===== src/mmc_params.svh =====
`ifndef MMC_PARAMS_SVH
`define MMC_PARAMS_SVH

// Register map (direct register numbers)
`define MMC_REG_GLOBAL      5'h00
`define MMC_REG_CLKOUT      5'h15
`define MMC_REG_STATUS      5'h16
`define MMC_REG_ERRCNT      5'h17
`define MMC_REG_IND_ADDR    5'h1e
`define MMC_REG_IND_DATA    5'h1f
`define MMC_REG_LS_CTRL     5'h02

// Extended register space
`define MMC_EXT_BASE        16'h8000
`define MMC_EXT_DEPTH       8
`define MMC_EXT_IDX_W       3

// Field positions in the global control register
`define MMC_GBL_RESET_BIT   15
`define MMC_GBL_MACRO_BIT   12
`define MMC_GBL_BCAST_BIT   11
`define MMC_GBL_RSV_HI      10
`define MMC_GBL_RSV_LO      7
`define MMC_GBL_OVL_HI      4
`define MMC_GBL_OVL_LO      0
`define MMC_GBL_RSV_RST     4'hc
`define MMC_GBL_OVL_RST     5'h10

// Clock output control fields
`define MMC_CKO_SRC_BIT     4
`define MMC_CKO_DIV_HI      3
`define MMC_CKO_DIV_LO      0
`define MMC_CKO_RST         16'h0000

// Low-speed control fields
`define MMC_LS_REFSEL_A     0
`define MMC_LS_REFSEL_B     1
`define MMC_LS_REFPIN       2
`define MMC_LS_HALFSPD      3

// Status bits
`define MMC_ST_LH_BIT       0
`define MMC_ST_LL_BIT       1
`define MMC_ST_LIVE_BIT     2

// Frame fields
`define MMC_PRE_LEN         6'd32
`define MMC_OP_READ         2'b10
`define MMC_OP_WRITE        2'b01
`define MMC_DATA_LAST       5'd15
`define MMC_ADDR_LAST       5'd4
`define MMC_CNT_MAX         16'hffff

`endif


===== src/mmc_pkg.sv =====
package mmc_pkg;
    typedef enum logic [2:0] {
        MMC_IDLE, MMC_START, MMC_OPCODE, MMC_PHYAD, MMC_REGAD, MMC_TA, MMC_DATA
    } mmc_state_t;

    typedef struct packed {
        logic        wr;
        logic        rd;
        logic [4:0]  regad;
        logic [15:0] wdata;
    } mmc_req_t;

    typedef struct packed {
        logic       src_osc;
        logic [3:0] div_sel;
    } mmc_clkcfg_t;
endpackage : mmc_pkg


===== src/mmc_clkdiv.sv =====
`timescale 1ns/1ps
`include "mmc_params.svh"
module mmc_clkdiv
    import mmc_pkg::*;
(
    input  wire logic        mclk,
    input  wire logic        rst,
    input  wire logic        src_rec,
    input  wire logic        src_osc,
    input  wire mmc_clkcfg_t cfg,
    output logic             clk_out
);
    // Sources are sampled as levels; edges counted on mclk.
    // Limits usable source rate to below mclk/2.
    logic       s_rec;
    logic       s_osc;
    logic       src_d;
    logic [4:0] cnt;
    logic [4:0] ratio;
    wire        src_now = cfg.src_osc ? s_osc : s_rec;
    wire        rise    = src_now & ~src_d;

    mmc_sync #(.W(2)) u_sync (
        .mclk (mclk),
        .rst  (rst),
        .din  ({src_osc, src_rec}),
        .dout ({s_osc, s_rec})
    );

    // Encoded ratios 1,2,4,5,8,10,16,20,25
    always_comb begin
        case (cfg.div_sel)
            4'h0:    ratio = 5'd1;
            4'h1:    ratio = 5'd2;
            4'h2:    ratio = 5'd4;
            4'h3:    ratio = 5'd5;
            4'h4:    ratio = 5'd8;
            4'h5:    ratio = 5'd10;
            4'h6:    ratio = 5'd16;
            4'h7:    ratio = 5'd20;
            4'h8:    ratio = 5'd25;
            default: ratio = 5'd1;
        endcase
    end

    always_ff @(posedge mclk) begin
        if (rst) begin
            src_d   <= 1'b0;
            cnt     <= 5'd0;
            clk_out <= 1'b0;
        end else begin
            src_d <= src_now;
            if (ratio == 5'd1) begin
                clk_out <= src_now;
            end else if (rise) begin
                if (cnt >= ratio - 5'd1) begin
                    cnt <= 5'd0;
                end else begin
                    cnt <= cnt + 5'd1;
                end
                // Odd ratios give a slightly uneven duty
                clk_out <= (cnt < (ratio >> 1));
            end
        end
    end
endmodule : mmc_clkdiv


===== src/mmc_mgmt.sv =====
`timescale 1ns/1ps
`include "mmc_params.svh"
module mmc_mgmt
    import mmc_pkg::*;
(
    input  wire logic        mclk,
    input  wire logic        rst,
    input  wire logic        mdc,
    input  wire logic        mdio_in,
    output logic             mdio_out,
    output logic             mdio_oe_n,
    input  wire logic [4:0]  port_address_pins,
    input  wire logic [1:0]  ref_select_pins,
    input  wire logic [1:0]  hs_recovered_byte_clock,
    input  wire logic [1:0]  oscillator_half_clock,
    input  wire logic        cond_latch_high,
    input  wire logic        cond_latch_low,
    input  wire logic        cond_live,
    input  wire logic        err_event,
    output logic             clock_output_pair_a,
    output logic             clock_output_pair_b,
    output logic [1:0]       ref_sel,
    output logic             half_speed_mode,
    output logic             datapath_reset,
    output logic [1:0]       hs_wr_strobe,
    output logic [15:0]      hs_wr_data
);
    // ************************************************************
    // Pin synchronisers
    // ************************************************************
    logic       s_mdc;
    logic       s_mdio;
    logic [4:0] s_prtad;
    logic [1:0] s_refpin;
    logic       s_lh;
    logic       s_ll;
    logic       s_live;
    logic       s_err;

    mmc_sync #(.W(13)) u_sync (
        .mclk (mclk),
        .rst  (rst),
        .din  ({mdc, mdio_in, port_address_pins, ref_select_pins,
                cond_latch_high, cond_latch_low, cond_live, err_event}),
        .dout ({s_mdc, s_mdio, s_prtad, s_refpin, s_lh, s_ll, s_live, s_err})
    );

    // ************************************************************
    // Frame engine
    // ************************************************************
    mmc_state_t  state;
    mmc_state_t  next_state;
    logic        mdc_d;
    logic [5:0]  ones;
    logic [4:0]  bcnt;
    logic        is_read;
    logic        match;
    logic [4:0]  regad;
    logic [15:0] shreg;
    logic [15:0] rdata;
    logic        soft_rst;
    logic        err_d;
    mmc_req_t    req;

    wire mdc_rise = s_mdc & ~mdc_d;
    wire mdc_fall = ~s_mdc & mdc_d;
    wire any_rst  = rst | soft_rst;

    always_comb begin
        next_state = state;
        case (state)
            MMC_IDLE:   next_state = (ones >= `MMC_PRE_LEN && !s_mdio) ? MMC_START : MMC_IDLE;
            MMC_START:  next_state = s_mdio ? MMC_OPCODE : MMC_IDLE;
            MMC_OPCODE: next_state = (bcnt == 5'd1) ? MMC_PHYAD : MMC_OPCODE;
            MMC_PHYAD:  next_state = (bcnt == `MMC_ADDR_LAST) ? MMC_REGAD : MMC_PHYAD;
            MMC_REGAD:  next_state = (bcnt == `MMC_ADDR_LAST) ? MMC_TA : MMC_REGAD;
            MMC_TA:     next_state = (bcnt == 5'd1) ? MMC_DATA : MMC_TA;
            MMC_DATA:   next_state = (bcnt == `MMC_DATA_LAST) ? MMC_IDLE : MMC_DATA;
            default:    next_state = MMC_IDLE;
        endcase
    end

    wire last_bit = (bcnt == `MMC_DATA_LAST);
    wire field_end = (state != next_state);
    wire [4:0] regad_nx = {regad[3:0], s_mdio};

    always_ff @(posedge mclk) begin
        if (any_rst) begin
            state   <= MMC_IDLE;
            // Follow the pin so a soft reset under a high clock makes no false edge
            mdc_d   <= s_mdc;
            ones    <= 6'd0;
            bcnt    <= 5'd0;
            is_read <= 1'b0;
            match   <= 1'b0;
            regad   <= 5'd0;
            shreg   <= 16'h0000;
        end else begin
            mdc_d <= s_mdc;
            if (mdc_rise) begin
                state <= next_state;
                bcnt  <= field_end ? 5'd0 : bcnt + 5'd1;
                ones  <= s_mdio ? ((ones == `MMC_PRE_LEN) ? ones : ones + 6'd1) : 6'd0;
                case (state)
                    MMC_OPCODE: is_read <= (bcnt == 5'd0) ? s_mdio : is_read;
                    MMC_PHYAD:  begin
                        shreg <= {shreg[14:0], s_mdio};
                        if (bcnt == `MMC_ADDR_LAST) begin
                            match <= ({shreg[3:0], s_mdio} == s_prtad);
                        end
                    end
                    MMC_REGAD:  regad <= regad_nx;
                    MMC_TA:     shreg <= rdata;
                    MMC_DATA:   shreg <= {shreg[14:0], s_mdio};
                    default:    begin end
                endcase
                if (state == MMC_START) begin
                    ones <= 6'd0;
                end
            end
        end
    end

    // Write request and read strobe both on the last data bit
    assign req.wr    = mdc_rise && state == MMC_DATA && last_bit && match && !is_read;
    assign req.rd    = mdc_rise && state == MMC_DATA && last_bit && match && is_read;
    assign req.regad = regad;
    assign req.wdata = {shreg[14:0], s_mdio};

    // ************************************************************
    // Read driver
    // ************************************************************
    always_ff @(posedge mclk) begin
        if (any_rst) begin
            mdio_out  <= 1'b1;
            mdio_oe_n <= 1'b1;
        end else if (mdc_fall) begin
            if (match && is_read && state == MMC_TA && bcnt == 5'd1) begin
                mdio_oe_n <= 1'b0;
                mdio_out  <= 1'b0;
            end else if (match && is_read && state == MMC_DATA) begin
                mdio_oe_n <= 1'b0;
                mdio_out  <= shreg[15];
            end else begin
                mdio_oe_n <= 1'b1;
                mdio_out  <= 1'b1;
            end
        end
    end

    // ************************************************************
    // Registers
    // ************************************************************
    logic        macro_sel;
    logic        bcast;
    logic [3:0]  gbl_rsv;
    logic [4:0]  gbl_ovl;
    logic [15:0] clkout_ctrl;
    logic [15:0] ind_addr;
    logic [15:0] ls_ctrl;
    logic        lh_bit;
    logic        ll_bit;
    logic [15:0] err_cnt;
    logic [15:0] ext_mem [`MMC_EXT_DEPTH];

    wire hit_gbl  = req.regad == `MMC_REG_GLOBAL;
    wire hit_cko  = req.regad == `MMC_REG_CLKOUT;
    wire hit_ls   = req.regad == `MMC_REG_LS_CTRL;
    wire hit_st   = req.regad == `MMC_REG_STATUS;
    wire hit_cnt  = req.regad == `MMC_REG_ERRCNT;
    wire hit_ia   = req.regad == `MMC_REG_IND_ADDR;
    wire hit_id   = req.regad == `MMC_REG_IND_DATA;
    wire rd_at    = mdc_rise && state == MMC_TA && bcnt == 5'd1 && match && is_read;
    wire rd_st    = rd_at && regad == `MMC_REG_STATUS;
    wire rd_cnt   = rd_at && regad == `MMC_REG_ERRCNT;
    wire ext_ok   = ind_addr[15:`MMC_EXT_IDX_W] == `MMC_EXT_BASE >> `MMC_EXT_IDX_W;
    wire [`MMC_EXT_IDX_W-1:0] ext_idx = ind_addr[`MMC_EXT_IDX_W-1:0];
    wire err_rise = s_err & ~err_d;

    // Read mux, evaluated at the turnaround
    always_comb begin
        case (regad)
            `MMC_REG_GLOBAL:   rdata = {1'b0, 2'b00, macro_sel, bcast, gbl_rsv, 2'b00, gbl_ovl};
            `MMC_REG_CLKOUT:   rdata = clkout_ctrl;
            `MMC_REG_LS_CTRL:  rdata = ls_ctrl;
            `MMC_REG_STATUS:   rdata = {13'h0000, s_live, ll_bit, lh_bit};
            `MMC_REG_ERRCNT:   rdata = err_cnt;
            `MMC_REG_IND_ADDR: rdata = ind_addr;
            `MMC_REG_IND_DATA: rdata = ext_ok ? ext_mem[ext_idx] : 16'h0000;
            default:           rdata = 16'h0000;
        endcase
    end

    always_ff @(posedge mclk) begin
        if (any_rst) begin
            macro_sel   <= 1'b0;
            bcast       <= 1'b0;
            gbl_rsv     <= `MMC_GBL_RSV_RST;
            gbl_ovl     <= `MMC_GBL_OVL_RST;
            clkout_ctrl <= `MMC_CKO_RST;
            ind_addr    <= 16'h0000;
            ls_ctrl     <= 16'h0000;
        end else if (req.wr) begin
            if (hit_gbl) begin
                macro_sel <= req.wdata[`MMC_GBL_MACRO_BIT];
                bcast     <= req.wdata[`MMC_GBL_BCAST_BIT];
                gbl_rsv   <= req.wdata[`MMC_GBL_RSV_HI:`MMC_GBL_RSV_LO];
                gbl_ovl   <= req.wdata[`MMC_GBL_OVL_HI:`MMC_GBL_OVL_LO];
            end
            if (hit_cko) clkout_ctrl <= req.wdata;
            if (hit_ls)  ls_ctrl     <= req.wdata;
            if (hit_ia)  ind_addr    <= req.wdata;
        end
    end

    generate
        for (genvar i = 0; i < `MMC_EXT_DEPTH; i++) begin : g_ext
            always_ff @(posedge mclk) begin
                if (any_rst) begin
                    ext_mem[i] <= 16'h0000;
                end else if (req.wr && hit_id && ext_ok && ext_idx == i) begin
                    ext_mem[i] <= req.wdata;
                end
            end
        end
    endgenerate

    // Set wins over the read-clear
    always_ff @(posedge mclk) begin
        if (any_rst) begin
            lh_bit  <= 1'b0;
            ll_bit  <= 1'b1;
            err_cnt <= 16'h0000;
            err_d   <= 1'b0;
        end else begin
            err_d  <= s_err;
            lh_bit <= s_lh | (lh_bit & ~rd_st);
            ll_bit <= ~s_ll & (ll_bit | rd_st);
            if (err_rise) begin
                err_cnt <= rd_cnt ? 16'h0001 :
                           (err_cnt == `MMC_CNT_MAX) ? err_cnt : err_cnt + 16'h0001;
            end else if (rd_cnt) begin
                err_cnt <= 16'h0000;
            end
        end
    end

    // Soft reset: only the external reset clears the pulse itself
    always_ff @(posedge mclk) begin
        if (rst) begin
            soft_rst <= 1'b0;
        end else begin
            soft_rst <= req.wr && hit_gbl && req.wdata[`MMC_GBL_RESET_BIT];
        end
    end

    // ************************************************************
    // Outputs
    // ************************************************************
    always_ff @(posedge mclk) begin
        if (rst) begin
            datapath_reset  <= 1'b1;
            hs_wr_strobe    <= 2'b00;
            hs_wr_data      <= 16'h0000;
            ref_sel         <= 2'b00;
            half_speed_mode <= 1'b0;
        end else begin
            datapath_reset <= soft_rst;
            // Held between writes; the shift register moves on every PHY address and data bit
            if (req.wr && hit_cko) begin
                hs_wr_data <= req.wdata;
            end
            hs_wr_strobe   <= (req.wr && hit_cko) ?
                              (bcast ? 2'b11 : (macro_sel ? 2'b10 : 2'b01)) : 2'b00;
            ref_sel[0]     <= ls_ctrl[`MMC_LS_REFPIN] ? s_refpin[0] : ls_ctrl[`MMC_LS_REFSEL_A];
            ref_sel[1]     <= ls_ctrl[`MMC_LS_REFPIN] ? s_refpin[1] : ls_ctrl[`MMC_LS_REFSEL_B];
            half_speed_mode <= ls_ctrl[`MMC_LS_HALFSPD];
        end
    end

    mmc_clkdiv u_div_a (
        .mclk    (mclk),
        .rst     (any_rst),
        .src_rec (hs_recovered_byte_clock[0]),
        .src_osc (oscillator_half_clock[0]),
        .cfg     ({clkout_ctrl[`MMC_CKO_SRC_BIT], clkout_ctrl[`MMC_CKO_DIV_HI:`MMC_CKO_DIV_LO]}),
        .clk_out (clock_output_pair_a)
    );

    mmc_clkdiv u_div_b (
        .mclk    (mclk),
        .rst     (any_rst),
        .src_rec (hs_recovered_byte_clock[1]),
        .src_osc (oscillator_half_clock[1]),
        .cfg     ({clkout_ctrl[`MMC_CKO_SRC_BIT], clkout_ctrl[`MMC_CKO_DIV_HI:`MMC_CKO_DIV_LO]}),
        .clk_out (clock_output_pair_b)
    );
endmodule : mmc_mgmt


===== src/mmc_sync.sv =====
`timescale 1ns/1ps
module mmc_sync
    import mmc_pkg::*;
#(
    parameter int W = 1
) (
    input  wire logic         mclk,
    input  wire logic         rst,
    input  wire logic [W-1:0] din,
    output logic      [W-1:0] dout
);
    logic [W-1:0] meta;

    // First stage feeds only the second stage
    always_ff @(posedge mclk) begin
        if (rst) begin
            meta <= '0;
            dout <= '0;
        end else begin
            meta <= din;
            dout <= meta;
        end
    end
endmodule : mmc_sync

===== config.mk =====
export PLATFORM = sky130hd
export DESIGN_NAME = mmc_mgmt
export DESIGN_NICKNAME = d
export VERILOG_FILES = /design/src/mmc_pkg.sv /design/src/mmc_clkdiv.sv /design/src/mmc_mgmt.sv /design/src/mmc_sync.sv
export VERILOG_INCLUDE_DIRS = /design/src
export SDC_FILE = /design/constraint.sdc
export NUM_CORES = 1
export LEC_CHECK = 0
export BUFFER_PORTS_ARGS = -buffer_cell sky130_fd_sc_hd__buf_4
export CAP_MARGIN = 5
export CORE_MARGIN = 2
export CORE_UTILIZATION = 35
export CTS_CLUSTER_DIAMETER = 200
export DETAILED_ROUTE_END_ITERATION = 16
export SYNTH_ARGS = -nofsm -noshare
export SYNTH_HDL_FRONTEND = slang
export SYNTH_SLANG_ARGS = --single-unit

===== constraint.sdc =====
create_clock -name mclk -period 3.55 [get_ports mclk]
set_input_delay 0.5325 -clock mclk [delete_from_list [all_inputs] [get_ports mclk]]
set_output_delay 0.5325 -clock mclk [all_outputs]
set_load 0.05 [all_outputs]

==> results.md, run 1 <==
Worst setup path:
- The arrival time at the worst endpoint is 3.45 ns.
- In this run the critical register-to-register path is launched from bcnt[0].
- The classification of the worst setup path is reg -> reg.
- In this run the worst path has a maximum fanout of 16.
- The endpoint identified for the worst register-to-register timing path is ext_mem[3][9].
- The data required time at the worst endpoint is roughly 3.9 ns.
- The worst setup path is launched from a register.
- Counting cells, the worst reg-to-reg path comes to 9.
- The register-to-register path setup slack is 0.49 ns.
- STA classifies the critical path endpoint as a register.

Logic synthesis:
- Synthesis inferred approximately 330 register bits.
- The count of flip-flops with a built-in enable after synthesis is about 130.
- Dividing the synthesized area by the synthesized cell count gives about 11 µm².
- The share of the synthesized area in the top cell type is 0.269.
- sky130_fd_sc_hd__dfxtp_1 takes more of the synthesized area than any other cell.
- The count of different cell masters after synthesis is 76.
- After synthesis, the cell types taking the most area are sky130_fd_sc_hd__dfxtp_1 27%, sky130_fd_sc_hd__edfxtp_1 26%, sky130_fd_sc_hd__and2_1 6.2%.
- The number of warnings printed during yosys synthesis is 0.
- The primary flip-flop cell chosen by synthesis mapping is sky130_fd_sc_hd__dfxtp_1.
- The synthesized netlist occupies a cell area of around 15000 µm².
- The share of the yosys chip area belonging to registers is 0.531.
- The async set-or-reset flop fraction in the synthesized netlist is 0.
- The cell count after synthesis is ~1300.
- The net count of the mapped netlist is approximately 1400.

Die:
- For this configuration, the core starts out at a cell density of 0.357.
- The initialized floorplan defines 74 standard-cell rows.
- For this design the top-level I/O count stands at 45.
- The die width is approximately 210 µm.
- Measured along the y axis, the die boundary spans approximately 210 µm.
- The floorplan die area is ~44000 µm².
- The core region area is 41100 µm².

Route:
- The number of search-and-repair iterations in the first detailed-routing pass is 6.
- The DRC marker count from the first detailed-route iteration is around 1100.
- The total via count in the routed design is 10200.
- The average vias per placed instance is between 5 and 6.
- The post-detailed-route wirelength per cell is around 20 µm.
- After detailed routing, the total wire length is between 30 and 40 mm.
- The remaining design rule violation count is 0.
- The antenna violation net count after detailed routing is 0.

Power and ir drop:
- Of the total power, the share spent switching nets is 0.205.
- For this design the static power due to leakage is 6.07 nW.
- The sequential fraction of design power is 0.501.
- The share of total power dissipated in the clock network is 0.471.
- Cell internal power was estimated by the tool at 6.31 mW.
- Dividing total power by cell area gives a power density of around 470 nW/µm².
- The worst voltage drop across the vdd grid is approximately 0.31 mV.
- The net switching component of the power is between 1.5 and 2 mW.
- Of the total power, combinational logic draws 0.027.
- Power comes to 7.93 mW.

Hold path:
- The min-delay analysis places its worst path in the category in -> reg.
- Counting instances, the worst hold path has a depth of 2.
- The worst hold path begins at oscillator_half_clock[1].
- The endpoint of the worst hold path is u_div_b.u_sync.meta[1].

Layout:
- The layout cell share with drive strength beyond 1 is 0.142.
- The final design utilization is 0.407.
- The post-synthesis to final-layout area growth is 14.1%.
- The layout filler cell count is ~4000.
- For this run, the post-layout net count is around 1400.

Clocking:
- The number of buffers created by CTS is 35.
- CTS built an H-tree with a depth of 2.
- Clock-pin slew was measured on the worst setup and hold paths at 0.06 ns.
- The number of clock sinks seen by CTS is about 330.
- The number of buffers on the longest clock path is 3.
- The post-CTS setup buffer count is 0.
- The cell sitting at the root of the clock tree is a sky130_fd_sc_hd__clkbuf_16.
- The clock tree from TritonCTS is yes.
- The clock latency of the later-clocked register in the worst-skew pair is ~0.52 ns.
- The number of gates resized after CTS was 0.
- The count of hold-fix buffers inserted at cts is 0.

Placed design:
- At the placement stage, the worst setup path has a slack of approximately 0.52 ns.
- The congestion estimate from routability-driven global placement came to 0.823.
- The post-DP HPWL is roughly 25 mm.
- The number of buffers inserted by port buffering is 44.

Timing:
- The number of setup violations in the final report is 0.
- Derived from the worst setup path, the maximum achievable clock frequency is ~330 MHz.
- The final worst clock skew is 0.0120 ns.
- The transition time at the pin with the least slew margin is about 0.95 ns.
- The number of pins exceeding their max-slew limit in the final report is 0.
- The post-route minimum period is 3.06 ns.
- The post-route worst hold slack is approximately 0.22 ns.
- The hold violation count in the final report is 0.
- In this run the tightest slew margin relative to its limit is 0.369.
- The final setup TNS is 0 ns.
- After layout, the worst setup slack is 0.488 ns.
- Setup repair after global routing left no endpoint under its margin.
- In the finished design, the share of the clock period the worst path needs comes to 0.863.

Run status:
- The run finished with clean final reports.

Global routing:
- The number of antenna violations at the first check in global routing is 1.
- The all-layer global routing usage is 0.170.
- The via count of the first global-routing pass was around 9800.
- The first global-routing pass estimated approximately 58 mm of wire.
- The largest net degree at the start of global routing is 52.
- The total congestion overflow after global routing is 0.

Run:
- The count of max-cap constraint violations is 0.
[layout make-up]
cell class                      count  area (µm²)  area share
Antenna cell                        1        2.50    0.000150
Clock buffer                       48        1020      0.0608
Clock inverter                     10         153     0.00913
Inverter                           20        76.3     0.00456
Multi-Input combinational cell    881        6410       0.383
Sequential cell                   325        7790       0.466
Tap cell                          532         666      0.0398
Timing Repair Buffer               81         608      0.0364
[kinds of logic (layout without fill, tap and decap cells)]
| family | count (synthesis) | count (layout) | share of synthesized area |
|---|---|---|---|
| and+or+nand+nor | 502 | 502 | 0.193 |
| DFF | 325 | 325 | 0.531 |
| AOI/OAI and AO/OA | 223 | 223 | 0.104 |
| buffers and inverters | 122 | 159 | 0.0347 |
| muxes | 99 | 99 | 0.0950 |
| adders and majority gates | 30 | 30 | 0.0256 |
| xor gates and xnor gates | 27 | 27 | 0.0161 |
| other | 0 | 1 | 0 |
[metal layers]
| metal | wire [µm] | vias to the layer above | global-route usage |
|---|---|---|---|
| met5 | 0 | - | 0 |
| met4 | 749 | 0 | 0.0416 |
| met3 | 2360 | 54 | 0.0295 |
| met2 | 17500 | 304 | 0.280 |
| met1 | 16400 | 5059 | 0.234 |
| li1 | - | 4826 | - |
[cell usage after synthesis (9+ instances only)]
library cell / count
sky130_fd_sc_hd__a211oi_1: 10
sky130_fd_sc_hd__a21o_1: 12
sky130_fd_sc_hd__a21oi_1: 75
sky130_fd_sc_hd__a222oi_1: 13
sky130_fd_sc_hd__a22oi_1: 14
sky130_fd_sc_hd__and2_1: 146
sky130_fd_sc_hd__buf_2: 20
sky130_fd_sc_hd__clkbuf_1: 70
sky130_fd_sc_hd__dfxtp_1: 197
sky130_fd_sc_hd__edfxtp_1: 128
sky130_fd_sc_hd__ha_1: 30
sky130_fd_sc_hd__inv_1: 19
sky130_fd_sc_hd__mux2i_1: 66
sky130_fd_sc_hd__mux4_2: 32
sky130_fd_sc_hd__nand2_1: 95
sky130_fd_sc_hd__nand2b_1: 13
sky130_fd_sc_hd__nand3_1: 32
sky130_fd_sc_hd__nand4_1: 17
sky130_fd_sc_hd__nor2_1: 79
sky130_fd_sc_hd__nor2b_1: 37
sky130_fd_sc_hd__nor3_1: 9
sky130_fd_sc_hd__o211ai_1: 16
sky130_fd_sc_hd__o21ai_0: 23
sky130_fd_sc_hd__o31ai_1: 10
sky130_fd_sc_hd__or3_1: 9
sky130_fd_sc_hd__xnor2_1: 14
sky130_fd_sc_hd__xor2_1: 13
[worst max-delay path: stages, from the launching register on]
cell and delay, ns:
sky130_fd_sc_hd__dfxtp_1 0.41, sky130_fd_sc_hd__ha_1 0.21, sky130_fd_sc_hd__and3_1 0.16, sky130_fd_sc_hd__ha_1 0.23, sky130_fd_sc_hd__and4bb_2 0.31, sky130_fd_sc_hd__nand2_2 0.12, sky130_fd_sc_hd__or3_1 0.45, sky130_fd_sc_hd__buf_4 0.23
sky130_fd_sc_hd__nor4_4 0.58, sky130_fd_sc_hd__and2_1 0.22
[power by group through the flow]
stage	Clock [mW]	Sequential (mW)	Combinational, mW
CTS	3.81	3.97	0.219
finish	3.74	3.97	0.216
floorplan	0	4.05	0.132
global route	3.96	3.98	0.235
detailed placement	0	4.05	0.218
global placement	0	4.05	0.216
[sequential cells by signal, indices dropped and copies added (netlist names), 13 cells and up, named ones only]
name and cells:
u_sync.meta 13, hs_wr_data 16, ind_addr 16, clkout_ctrl 16, ls_ctrl 16, shreg 16, ext_mem 128, u_sync.dout 13
err_cnt 16
[how the worst max path moves through the flow]
stage                          end  slack (ns)  depth (start not counted)  startpoint
floorplan            ext_mem[1][0]        0.09                          8     bcnt[0]
global placement    ext_mem[3][11]        0.61                          9     bcnt[0]
detailed placement   ext_mem[3][9]        0.52                          9     bcnt[0]
CTS                  ext_mem[2][6]        0.51                          9     bcnt[0]
global route         ext_mem[3][9]        0.28                          9     bcnt[0]
finish               ext_mem[3][9]        0.49                          9     bcnt[0]
[cells in the final DEF, fill, tap and decap left out, types with 7 or more instances in the layout]
| master | n |
|---|---|
| sky130_fd_sc_hd__xnor2_1 | 14 |
| sky130_fd_sc_hd__o211ai_1 | 16 |
| sky130_fd_sc_hd__o21ai_0 | 20 |
| sky130_fd_sc_hd__a222oi_1 | 13 |
| sky130_fd_sc_hd__and3_1 | 8 |
| sky130_fd_sc_hd__a32oi_1 | 7 |
| sky130_fd_sc_hd__and2_1 | 146 |
| sky130_fd_sc_hd__a211oi_1 | 10 |
| sky130_fd_sc_hd__ha_1 | 30 |
| sky130_fd_sc_hd__nand2_1 | 95 |
| sky130_fd_sc_hd__mux4_2 | 32 |
| sky130_fd_sc_hd__edfxtp_1 | 128 |
| sky130_fd_sc_hd__a21oi_1 | 75 |
| sky130_fd_sc_hd__xor2_1 | 13 |
| sky130_fd_sc_hd__nand4_1 | 17 |
| sky130_fd_sc_hd__nor2_1 | 78 |
| sky130_fd_sc_hd__inv_1 | 19 |
| sky130_fd_sc_hd__nor3_1 | 9 |
| sky130_fd_sc_hd__dfxtp_1 | 196 |
| sky130_fd_sc_hd__clkbuf_16 | 37 |
| sky130_fd_sc_hd__buf_4 | 81 |
| sky130_fd_sc_hd__a22oi_1 | 14 |
| sky130_fd_sc_hd__or3_1 | 9 |
| sky130_fd_sc_hd__nor2b_1 | 37 |
| sky130_fd_sc_hd__a21o_1 | 12 |
| sky130_fd_sc_hd__mux2i_1 | 66 |
| sky130_fd_sc_hd__nand2b_1 | 13 |
| sky130_fd_sc_hd__nand3_1 | 32 |
[per-stage QoR]
step                cell area [µm²]  instances
floorplan                     14700       1328
global placement              15600       1839
detailed placement            15600       1839
CTS                           16700       1897
global route                  16700       1897
finish                        16700       1898
(Power assumes the default switching activity.)
==> run 2, diff against run 1 <==
==> constraint.sdc (replaced) <==
create_clock -name mclk -period 2.9 [get_ports mclk]
set_input_delay 0.435 -clock mclk [delete_from_list [all_inputs] [get_ports mclk]]
set_output_delay 0.435 -clock mclk [all_outputs]
set_load 0.05 [all_outputs]
==> results.md, run 2 (synthesis gave the netlist of run 1 again) <==
Timing:
- The transition time at the pin with the least slew margin came to 0.849 ns (-0.0958 ns).
- The hold violation count in the final report is 0 (unchanged).
- The worst relative slew slack is 0.433 (+0.0640).
- The peak clock frequency supported by timing came to 366 MHz (+12%).
- The post-route minimum period is 2.73 ns (-0.330 ns).
- The number of setup violations in the final report is 0 (unchanged).
- The post-route worst hold slack is 0.120 ns (-0.0983 ns).
- The final worst clock skew came to 0.0117 ns (-0.000289 ns).
- The number of pins exceeding their max-slew limit in the final report is 0 (unchanged).
- The fraction of the cycle the final worst path needs is 0.942 (+0.0797).
- Setup repair after global routing left no endpoint under its margin.
- The final worst slack is 0.167 ns (-0.320 ns).

Die:
- The number of rows created at floorplan came to 74 (unchanged).
- The floorplan die area was 43500 µm² (unchanged).
- The core region area came to 41100 µm² (unchanged).
- The height of the die was 209 µm (unchanged).
- The initial core utilization is 0.357 (unchanged).
- The die width is 209 µm (unchanged).
- The count of pins on the block boundary came to 45 (unchanged).

Placed design:
- The post-DP HPWL is 24.5 mm (-2.3%).
- The last weighted congestion value of the routability-driven placer is 0.827 (+0.46%).
- The placed cell area is 15800 µm² (+1.7%).
- The pre-CTS setup slack is 0.110 ns (-0.407 ns).
- The number of buffers inserted by port buffering came to 44 (unchanged).

Global routing:
- The global-route wire length before repair was 57.3 mm (-1.3%).
- The largest net degree at the start of global routing is 59 (+13%).
- The total congestion overflow after global routing came to 0 (unchanged).
- The via count of the first global-routing pass is 10000 (+1.9%).
- The all-layer global routing usage is 0.167 (-0.00344).
- The number of antenna violations at the first check in global routing is 1 (unchanged).

Run status:
- The flow ran to the end, and the final reports show no timing, DRC or antenna violations.

Worst setup path:
- The data required time at the worst endpoint is 3.13 ns (-0.81 ns).
- The signal on the critical path passes through ha_1 -> and3_1 -> ha_1 -> and4bb_2 -> nand2_2 -> or3_1 -> buf_4 -> o41ai_4 -> buf_4.
- The setup path with the least slack is of type reg -> reg.
- The cell family contributing the most delay on the critical path is simple AND/OR/NAND/NOR gates.
- The longest individual stage delay on the worst path is 0.38 ns (-0.20 ns).
- The critical register-to-register path startpoint is bcnt[1].
- The nature of the critical path endpoint is a register.
- The buffering stage count on the worst path with inverters included is 2 (+1).
- The most critical setup path has its startpoint at bcnt[1].
- The type of element launching the critical path is a register.
- For this design, the slowest cell found on the critical path is sky130_fd_sc_hd__or3_1.
- The largest driver fanout on the critical path is 9 (-7).
- The arrival time at the worst endpoint is 2.97 ns (-0.48 ns).
- The register-to-register path setup slack is 0.17 ns (-0.32 ns).

Power and ir drop:
- The cell leakage power is 6.25 nW (+2.8%).
- The power density normalized to cell area is 578 nW/µm² (+22%).
- The worst voltage drop across the vdd grid came to 0.299 mV (-4.8%).
- The overall power of the completed layout is 9.86 mW (+24%).

Hold path:
- The worst hold path begins at oscillator_half_clock[0].
- The worst hold path belongs to the class in -> reg.

Clocking:
- The number of buffers created by CTS is 36 (+2.9%).
- The tree is rooted in a sky130_fd_sc_hd__clkbuf_16.
- The number of clock sinks seen by CTS is 325 (unchanged).
- The clock tree from TritonCTS is yes.
- The clock latency of the later-clocked register in the worst-skew pair is 0.53 ns (about the same).
- The number of buffers on the longest clock path came to 3 (unchanged).
- The clock-pin slew reported for the worst setup and hold paths after clock tree synthesis was 0.06 ns (about the same).
- The number of H-tree levels is 2 (unchanged).

Layout:
- The layout cell share with drive strength beyond 1 is 0.157 (+0.0145).
- The area growth from synthesis to layout is 16.4%.
- The combined flip-flop and latch cell area is 7790 µm² (about the same).
- The cell area after layout is 17100 µm² (+2.1%).
- In the layout the commonest cells are 195 x sky130_fd_sc_hd__dfxtp_1, 146 x sky130_fd_sc_hd__and2_1, 128 x sky130_fd_sc_hd__edfxtp_1, 95 x sky130_fd_sc_hd__nand2_1, 89 x sky130_fd_sc_hd__buf_4.
- The layout filler cell count came to 3875 (-1.9%).
- The area of combinational cells with multiple inputs is 6440 µm² (+0.41%).
- The number of diodes added for antenna fixing is 0 (-1).
- The register with the most flip-flops in the final layout is ext_mem.
- The final design utilization is 0.415 (+0.00840).
- The flip-flop count of the largest register, all copies and words added is 128 (unchanged).
- The library cell used most frequently in the layout, excluding fill and tap cells, is sky130_fd_sc_hd__dfxtp_1.
- The final net count is 1413 (+1.4%).

Route:
- The DRC marker count from the first detailed-route iteration is 858 (-22%).
- The post-detailed-route wirelength per cell came to 18.9 µm (-3.0%).
- The total via count in the routed design is 10200 (-0.42%).
- The total length of routed wires is 36.3 mm (-1.7%).
- The antenna violation net count after detailed routing is 0 (unchanged).
- The number of search-and-repair iterations in the first detailed-routing pass is 5 (-1).
- The remaining design rule violation count came to 0 (unchanged).
- The average vias per placed instance is 5.30 (-1.8%).

Run:
- The count of max-cap constraint violations is 0 (unchanged).
run 2: changes by cell type in the layout (fill, tap and decap cells not counted), sizes merged:
cell | previous run | this run
buf | 81 | 100
clkbuf | 48 | 54
clkinv | 7 | 6
diode | 1 | 0
inv | 19 | 22
run 2: repair_timing:
| action | CTS | global route |
|---|---|---|
| hold buffers | 0 | 0 |
| resized for setup | 0 | 5 |
| buffers inserted | 0 | 0 |
| setup endpoints to repair | 0 | 112 |
| hold endpoints to repair | 0 | 0 |
run 2: where the power goes:
| part | switching, mW | total (mW) | leakage (nW) | internal, mW |
|---|---|---|---|---|
| clock | 1.85 | 4.72 | 0.602 | 2.87 |
| combinational | 0.174 | 0.286 | 2.71 | 0.112 |
| sequential | 0.0342 | 4.86 | 2.93 | 4.82 |
| total | 2.06 | 9.86 | 6.25 | 7.81 |
run 2: cell type report:
type / instances / share of cell area
timing repair buffer: 100 / 0.0515
multi-input combinational: 881 / 0.377
inverter: 20 / 0.00447
clock inverter: 12 / 0.00982
tap: 532 / 0.0390
clock buffer: 54 / 0.0616
sequential: 325 / 0.456
run 2: worst paths after layout:
check                      endpoint  cells past startpoint
min reg2reg  u_div_b.u_sync.dout[1]                      1
min          u_div_a.u_sync.meta[1]                      2
max reg2reg           ext_mem[0][3]                      9
max                   ext_mem[0][3]                      9
run 2: layer usage:
| metal | vias up | GRT usage | wire (µm) |
|---|---|---|---|
| li1 | 4898 | - | - |
| met1 | 5003 | 0.222 | 16500 |
| met2 | 250 | 0.281 | 17300 |
| met3 | 49 | 0.0258 | 1840 |
| met4 | 0 | 0.0480 | 758 |
| met5 | - | 0 | 0 |
run 2: per-stage QoR:
stage          setup TNS (ns)  instances
6_report                    0       1924
5_1_grt                     0       1924
4_1_cts                     0       1924
3_5_place_dp                0       1858
3_3_place_gp                0       1858
2_1_floorplan          -23.33       1328
==> run 3, diff against run 2 <==
--- a/config.mk
+++ b/config.mk
@@ -12,6 +12,8 @@
 export CORE_UTILIZATION = 35
 export CTS_CLUSTER_DIAMETER = 200
 export DETAILED_ROUTE_END_ITERATION = 16
+export PLACE_DENSITY = 0.51
 export SYNTH_ARGS = -nofsm -noshare
 export SYNTH_HDL_FRONTEND = slang
+export SYNTH_HIERARCHICAL = 1
 export SYNTH_SLANG_ARGS = --single-unit
==> results.md, run 3 <==
Worst setup path:
- STA classifies the critical path startpoint as a register.
- The cell depth of the worst flop-to-flop path is 14 (+5).
- The most critical setup path has its endpoint at u_div_b/cnt[3].
- The largest driver fanout on the critical path is 8 (-1).
- The data required time at the worst endpoint is 3.36 ns (+0.23 ns).
- The endpoint identified for the worst register-to-register timing path is u_div_b/cnt[3].
- The register-to-register path setup slack was 0.21 ns (+0.04 ns).
- The startpoint identified for the worst register-to-register timing path is clkout_ctrl[1].
- The classification of the worst setup path is reg -> reg.
- Tracing the worst setup path back leads to its startpoint at clkout_ctrl[1].
- The arrival time at the worst endpoint was 3.15 ns (+0.18 ns).
- The worst setup path is captured at a register.

Timing:
- The number of pins exceeding their max-slew limit in the final report is 0 (unchanged).
- The transition time at the pin with the least slew margin was 0.905 ns (+0.0558 ns).
- The peak clock frequency supported by timing was 372 MHz (+1.6%).
- The number of setup violations in the final report is 0 (unchanged).
- The hold violation count in the final report is 0 (unchanged).
- The post-route minimum period is 2.69 ns (-0.0442 ns).
- The fraction of the cycle the final worst path needs was 0.927 (-0.0152).
- The worst relative slew slack is 0.392 (-0.0411).
- The final worst clock skew was 0.0236 ns (+0.0118 ns).

Logic synthesis:
- The share of the yosys chip area belonging to registers is 0.517 (-0.0146).
- The net count of the mapped netlist is 1480 (+7.5%).
- The cell area after synthesis is 14900 µm² (+1.5%).
- The primary flip-flop cell chosen by synthesis mapping is sky130_fd_sc_hd__dfxtp_1.
- The most frequent cell after synthesis is sky130_fd_sc_hd__dfxtp_1.
- The async set-or-reset flop fraction in the synthesized netlist came to 0 (unchanged).
- The count of different cell masters after synthesis is 82 (+7.9%).
- The count of flip-flops with a built-in enable after synthesis is 128 (unchanged).
- Yosys attributes the largest share of cell area to sky130_fd_sc_hd__dfxtp_1 26%, sky130_fd_sc_hd__edfxtp_1 26%, sky130_fd_sc_hd__and2_1 5.3%.
- The cell taking the most area after synthesis is sky130_fd_sc_hd__dfxtp_1.
- The synthesized flop and latch total is 320 (-1.5%).
- The number of warnings printed during yosys synthesis is 6 (+6).
- Counting instances in the post-synthesis netlist gives the leading cell types as 192 x sky130_fd_sc_hd__dfxtp_1, 188 x sky130_fd_sc_hd__nand2_1, 128 x sky130_fd_sc_hd__edfxtp_1.
- The mean area per synthesized cell is 10.4 µm² (-5.5%).
- The cell count after synthesis is 1426 (+7.4%).
- The share of the synthesized area in the top cell type came to 0.258 (-0.0107).

Run status:
- The flow ran to the end, and the final reports show no timing, DRC or antenna violations.

Layout:
- The register with the most flip-flops is ext_mem.
- The most common library cell in the layout ignoring fill and taps is sky130_fd_sc_hd__dfxtp_1.
- The final net count is 1539 (+8.9%).
- The post-synthesis to final-layout area growth is 16.6%.
- The layout cell share with drive strength beyond 1 was 0.170 (+0.0136).
- The flip-flop count of the largest register, all copies and words added is 128 (unchanged).
- The layout filler cell count came to 3997 (+3.1%).
- In the layout the commonest cells are 190 x sky130_fd_sc_hd__dfxtp_1, 188 x sky130_fd_sc_hd__nand2_1, 128 x sky130_fd_sc_hd__edfxtp_1, 127 x sky130_fd_sc_hd__and2_1, 120 x sky130_fd_sc_hd__a21oi_1.
- The number of diodes added for antenna fixing is 0 (unchanged).
- The cell area after layout was 17400 µm² (+1.6%).

Placed design:
- The number of buffers inserted by port buffering came to 44 (unchanged).
- The placed cell area is 16100 µm² (+1.8%).
- The post-DP HPWL is 26.3 mm (+7.4%).
- The last weighted congestion value of the routability-driven placer is 0.840 (+1.6%).

Clocking:
- The count of hold-fix buffers inserted at cts is 0 (unchanged).
- The number of buffers created by CTS came to 38 (+5.6%).
- In this run the clock root is driven by a sky130_fd_sc_hd__clkbuf_16.
- The number of H-tree levels is 2 (unchanged).
- The number of buffers on the longest clock path came to 3 (unchanged).
- TritonCTS built the clock tree.
- The clock-pin slew reported for the worst setup and hold paths after clock tree synthesis came to 0.06 ns (about the same).
- The number of clock sinks seen by CTS is 320 (-1.5%).
- The clock latency of the later-clocked register in the worst-skew pair is 0.55 ns (+0.02 ns).

Power and ir drop:
- The power density normalized to cell area came to 563 nW/µm² (-2.5%).
- The overall power of the completed layout is 9.78 mW (-0.90%).
- The cell leakage power is 6.07 nW (-2.8%).
- The worst voltage drop across the vdd grid came to 0.336 mV (+13%).

Route:
- The remaining design rule violation count came to 0 (unchanged).
- The uppermost layer routed is met4.
- The routed length on met1 is 18.1 mm (+10%).
- The DRC marker count from the first detailed-route iteration is 883 (+2.9%).
- The total length of routed wires is 39.6 mm (+9.1%).
- The average vias per placed instance is 5.31 (+0.23%).
- The total via count in the routed design is 10900 (+6.7%).
- The number of search-and-repair iterations in the first detailed-routing pass came to 5 (unchanged).
- The post-detailed-route wirelength per cell is 19.3 µm (+2.4%).
- The met2 wire length is 18.4 mm (+6.6%).
- The met3 wirelength from detailed routing came to 2.06 mm (+12%).
- The antenna violation net count after detailed routing is 0 (unchanged).

Global routing:
- The global-route wire length before repair is 62.9 mm (+9.7%).
- The via count of the first global-routing pass is 10700 (+7.2%).
- The largest net degree at the start of global routing came to 56 (-5.1%).
- The total congestion overflow after global routing is 0 (unchanged).
- The all-layer global routing usage is 0.183 (+0.0160).
- The number of antenna violations at the first check in global routing is 0 (-1).

Hold path:
- The number of instances on the worst hold path came to 2 (unchanged).
- The tightest min-delay check is of the in -> reg type.

Die:
- The floorplan die area is 44200 µm² (+1.5%).
- The die width was 210 µm (+0.73%).
- The initial core utilization is 0.355 (-0.00187).
- The number of rows created at floorplan was 75 (+1.4%).
- The core region area is 41900 µm² (+2.0%).
- The count of pins on the block boundary is 45 (unchanged).
- The height of the die was 210 µm (+0.73%).

Run:
- The count of max-cap constraint violations came to 0 (unchanged).
[run 3: timing repair]
item / CTS / global route
setup endpoints to repair: 0 / 9
buffers inserted: 0 / 5
gates resized for setup: 0 / 3
[run 3: cells by family (layout without fill, tap and decap cells)]
| family | count (synthesis) | count (layout) | synth area share |
|---|---|---|---|
| compound gates | 275 | 275 | 0.119 |
| flops | 320 | 320 | 0.517 |
| simple gates | 591 | 591 | 0.217 |
| buf+inv | 118 | 202 | 0.0320 |
| xor+xnor | 17 | 17 | 0.0100 |
| mux | 70 | 70 | 0.0758 |
| fa+ha+maj | 35 | 35 | 0.0294 |
[run 3: report_power, final]
group | switching (mW) | internal [mW]
logic | 0.165 | 0.113
registers | 0.0353 | 4.79
clock network | 1.87 | 2.81
total | 2.07 | 7.71
[run 3: through the flow]
stage	std cells	TNS [ns]	utilization	worst slack (ns)	hold WS (ns)
2_1_floorplan	1426	-24.41	-	-0.257	0.355
3_3_place_gp	1979	0	0.384	0.196	0.393
3_5_place_dp	1979	0	0.384	0.133	0.384
4_1_cts	2044	0	0.413	0.122	0.0714
5_1_grt	2049	-0.0451	0.414	-0.0202	0.0821
6_report	2049	0	0.414	0.212	0.0942
[run 3: worst min-delay path by stage]
stage | from | end | slack (ns)
after floorplan | u_sync/dout[12] | mdc_d | 0.35
after global placement | u_sync/dout[12] | mdc_d | 0.39
after detailed placement | u_sync/dout[12] | mdc_d | 0.38
after CTS | cond_latch_low | u_sync/meta[2] | 0.07
after global routing | cond_latch_low | u_sync/meta[2] | 0.08
final | cond_latch_low | u_sync/meta[2] | 0.09
[run 3: per-layer routing]
layer | GRT usage | vias up
met5 | 0 | -
met4 | 0.0560 | 0
met3 | 0.0338 | 68
met2 | 0.293 | 277
met1 | 0.251 | 5274
li1 | - | 5269
[run 3: layout make-up]
class | instances | area, µm² | share of cell area
Sequential cell | 320 | 7690 | 0.443
Multi-Input combinational cell | 988 | 6740 | 0.389
Clock buffer | 57 | 1100 | 0.0637
Timing Repair Buffer | 113 | 943 | 0.0544
Tap cell | 539 | 674 | 0.0389
Clock inverter | 8 | 104 | 0.00599
Inverter | 24 | 91.3 | 0.00526
[run 3: worst max-delay path, cell delays in order (launching register included)]
cell                        delay (ns)
sky130_fd_sc_hd__dfxtp_1          0.34
sky130_fd_sc_hd__buf_6            0.11
sky130_fd_sc_hd__inv_1            0.06
sky130_fd_sc_hd__ha_1             0.27
sky130_fd_sc_hd__nor2_1           0.03
sky130_fd_sc_hd__or2_1            0.26
sky130_fd_sc_hd__inv_1            0.09
sky130_fd_sc_hd__ha_1             0.18
sky130_fd_sc_hd__xnor2_1          0.13
sky130_fd_sc_hd__ha_1             0.26
sky130_fd_sc_hd__a211o_1          0.25
sky130_fd_sc_hd__a31oi_1          0.14
sky130_fd_sc_hd__buf_4            0.17
sky130_fd_sc_hd__o2111ai_1        0.13
sky130_fd_sc_hd__a31oi_1          0.19
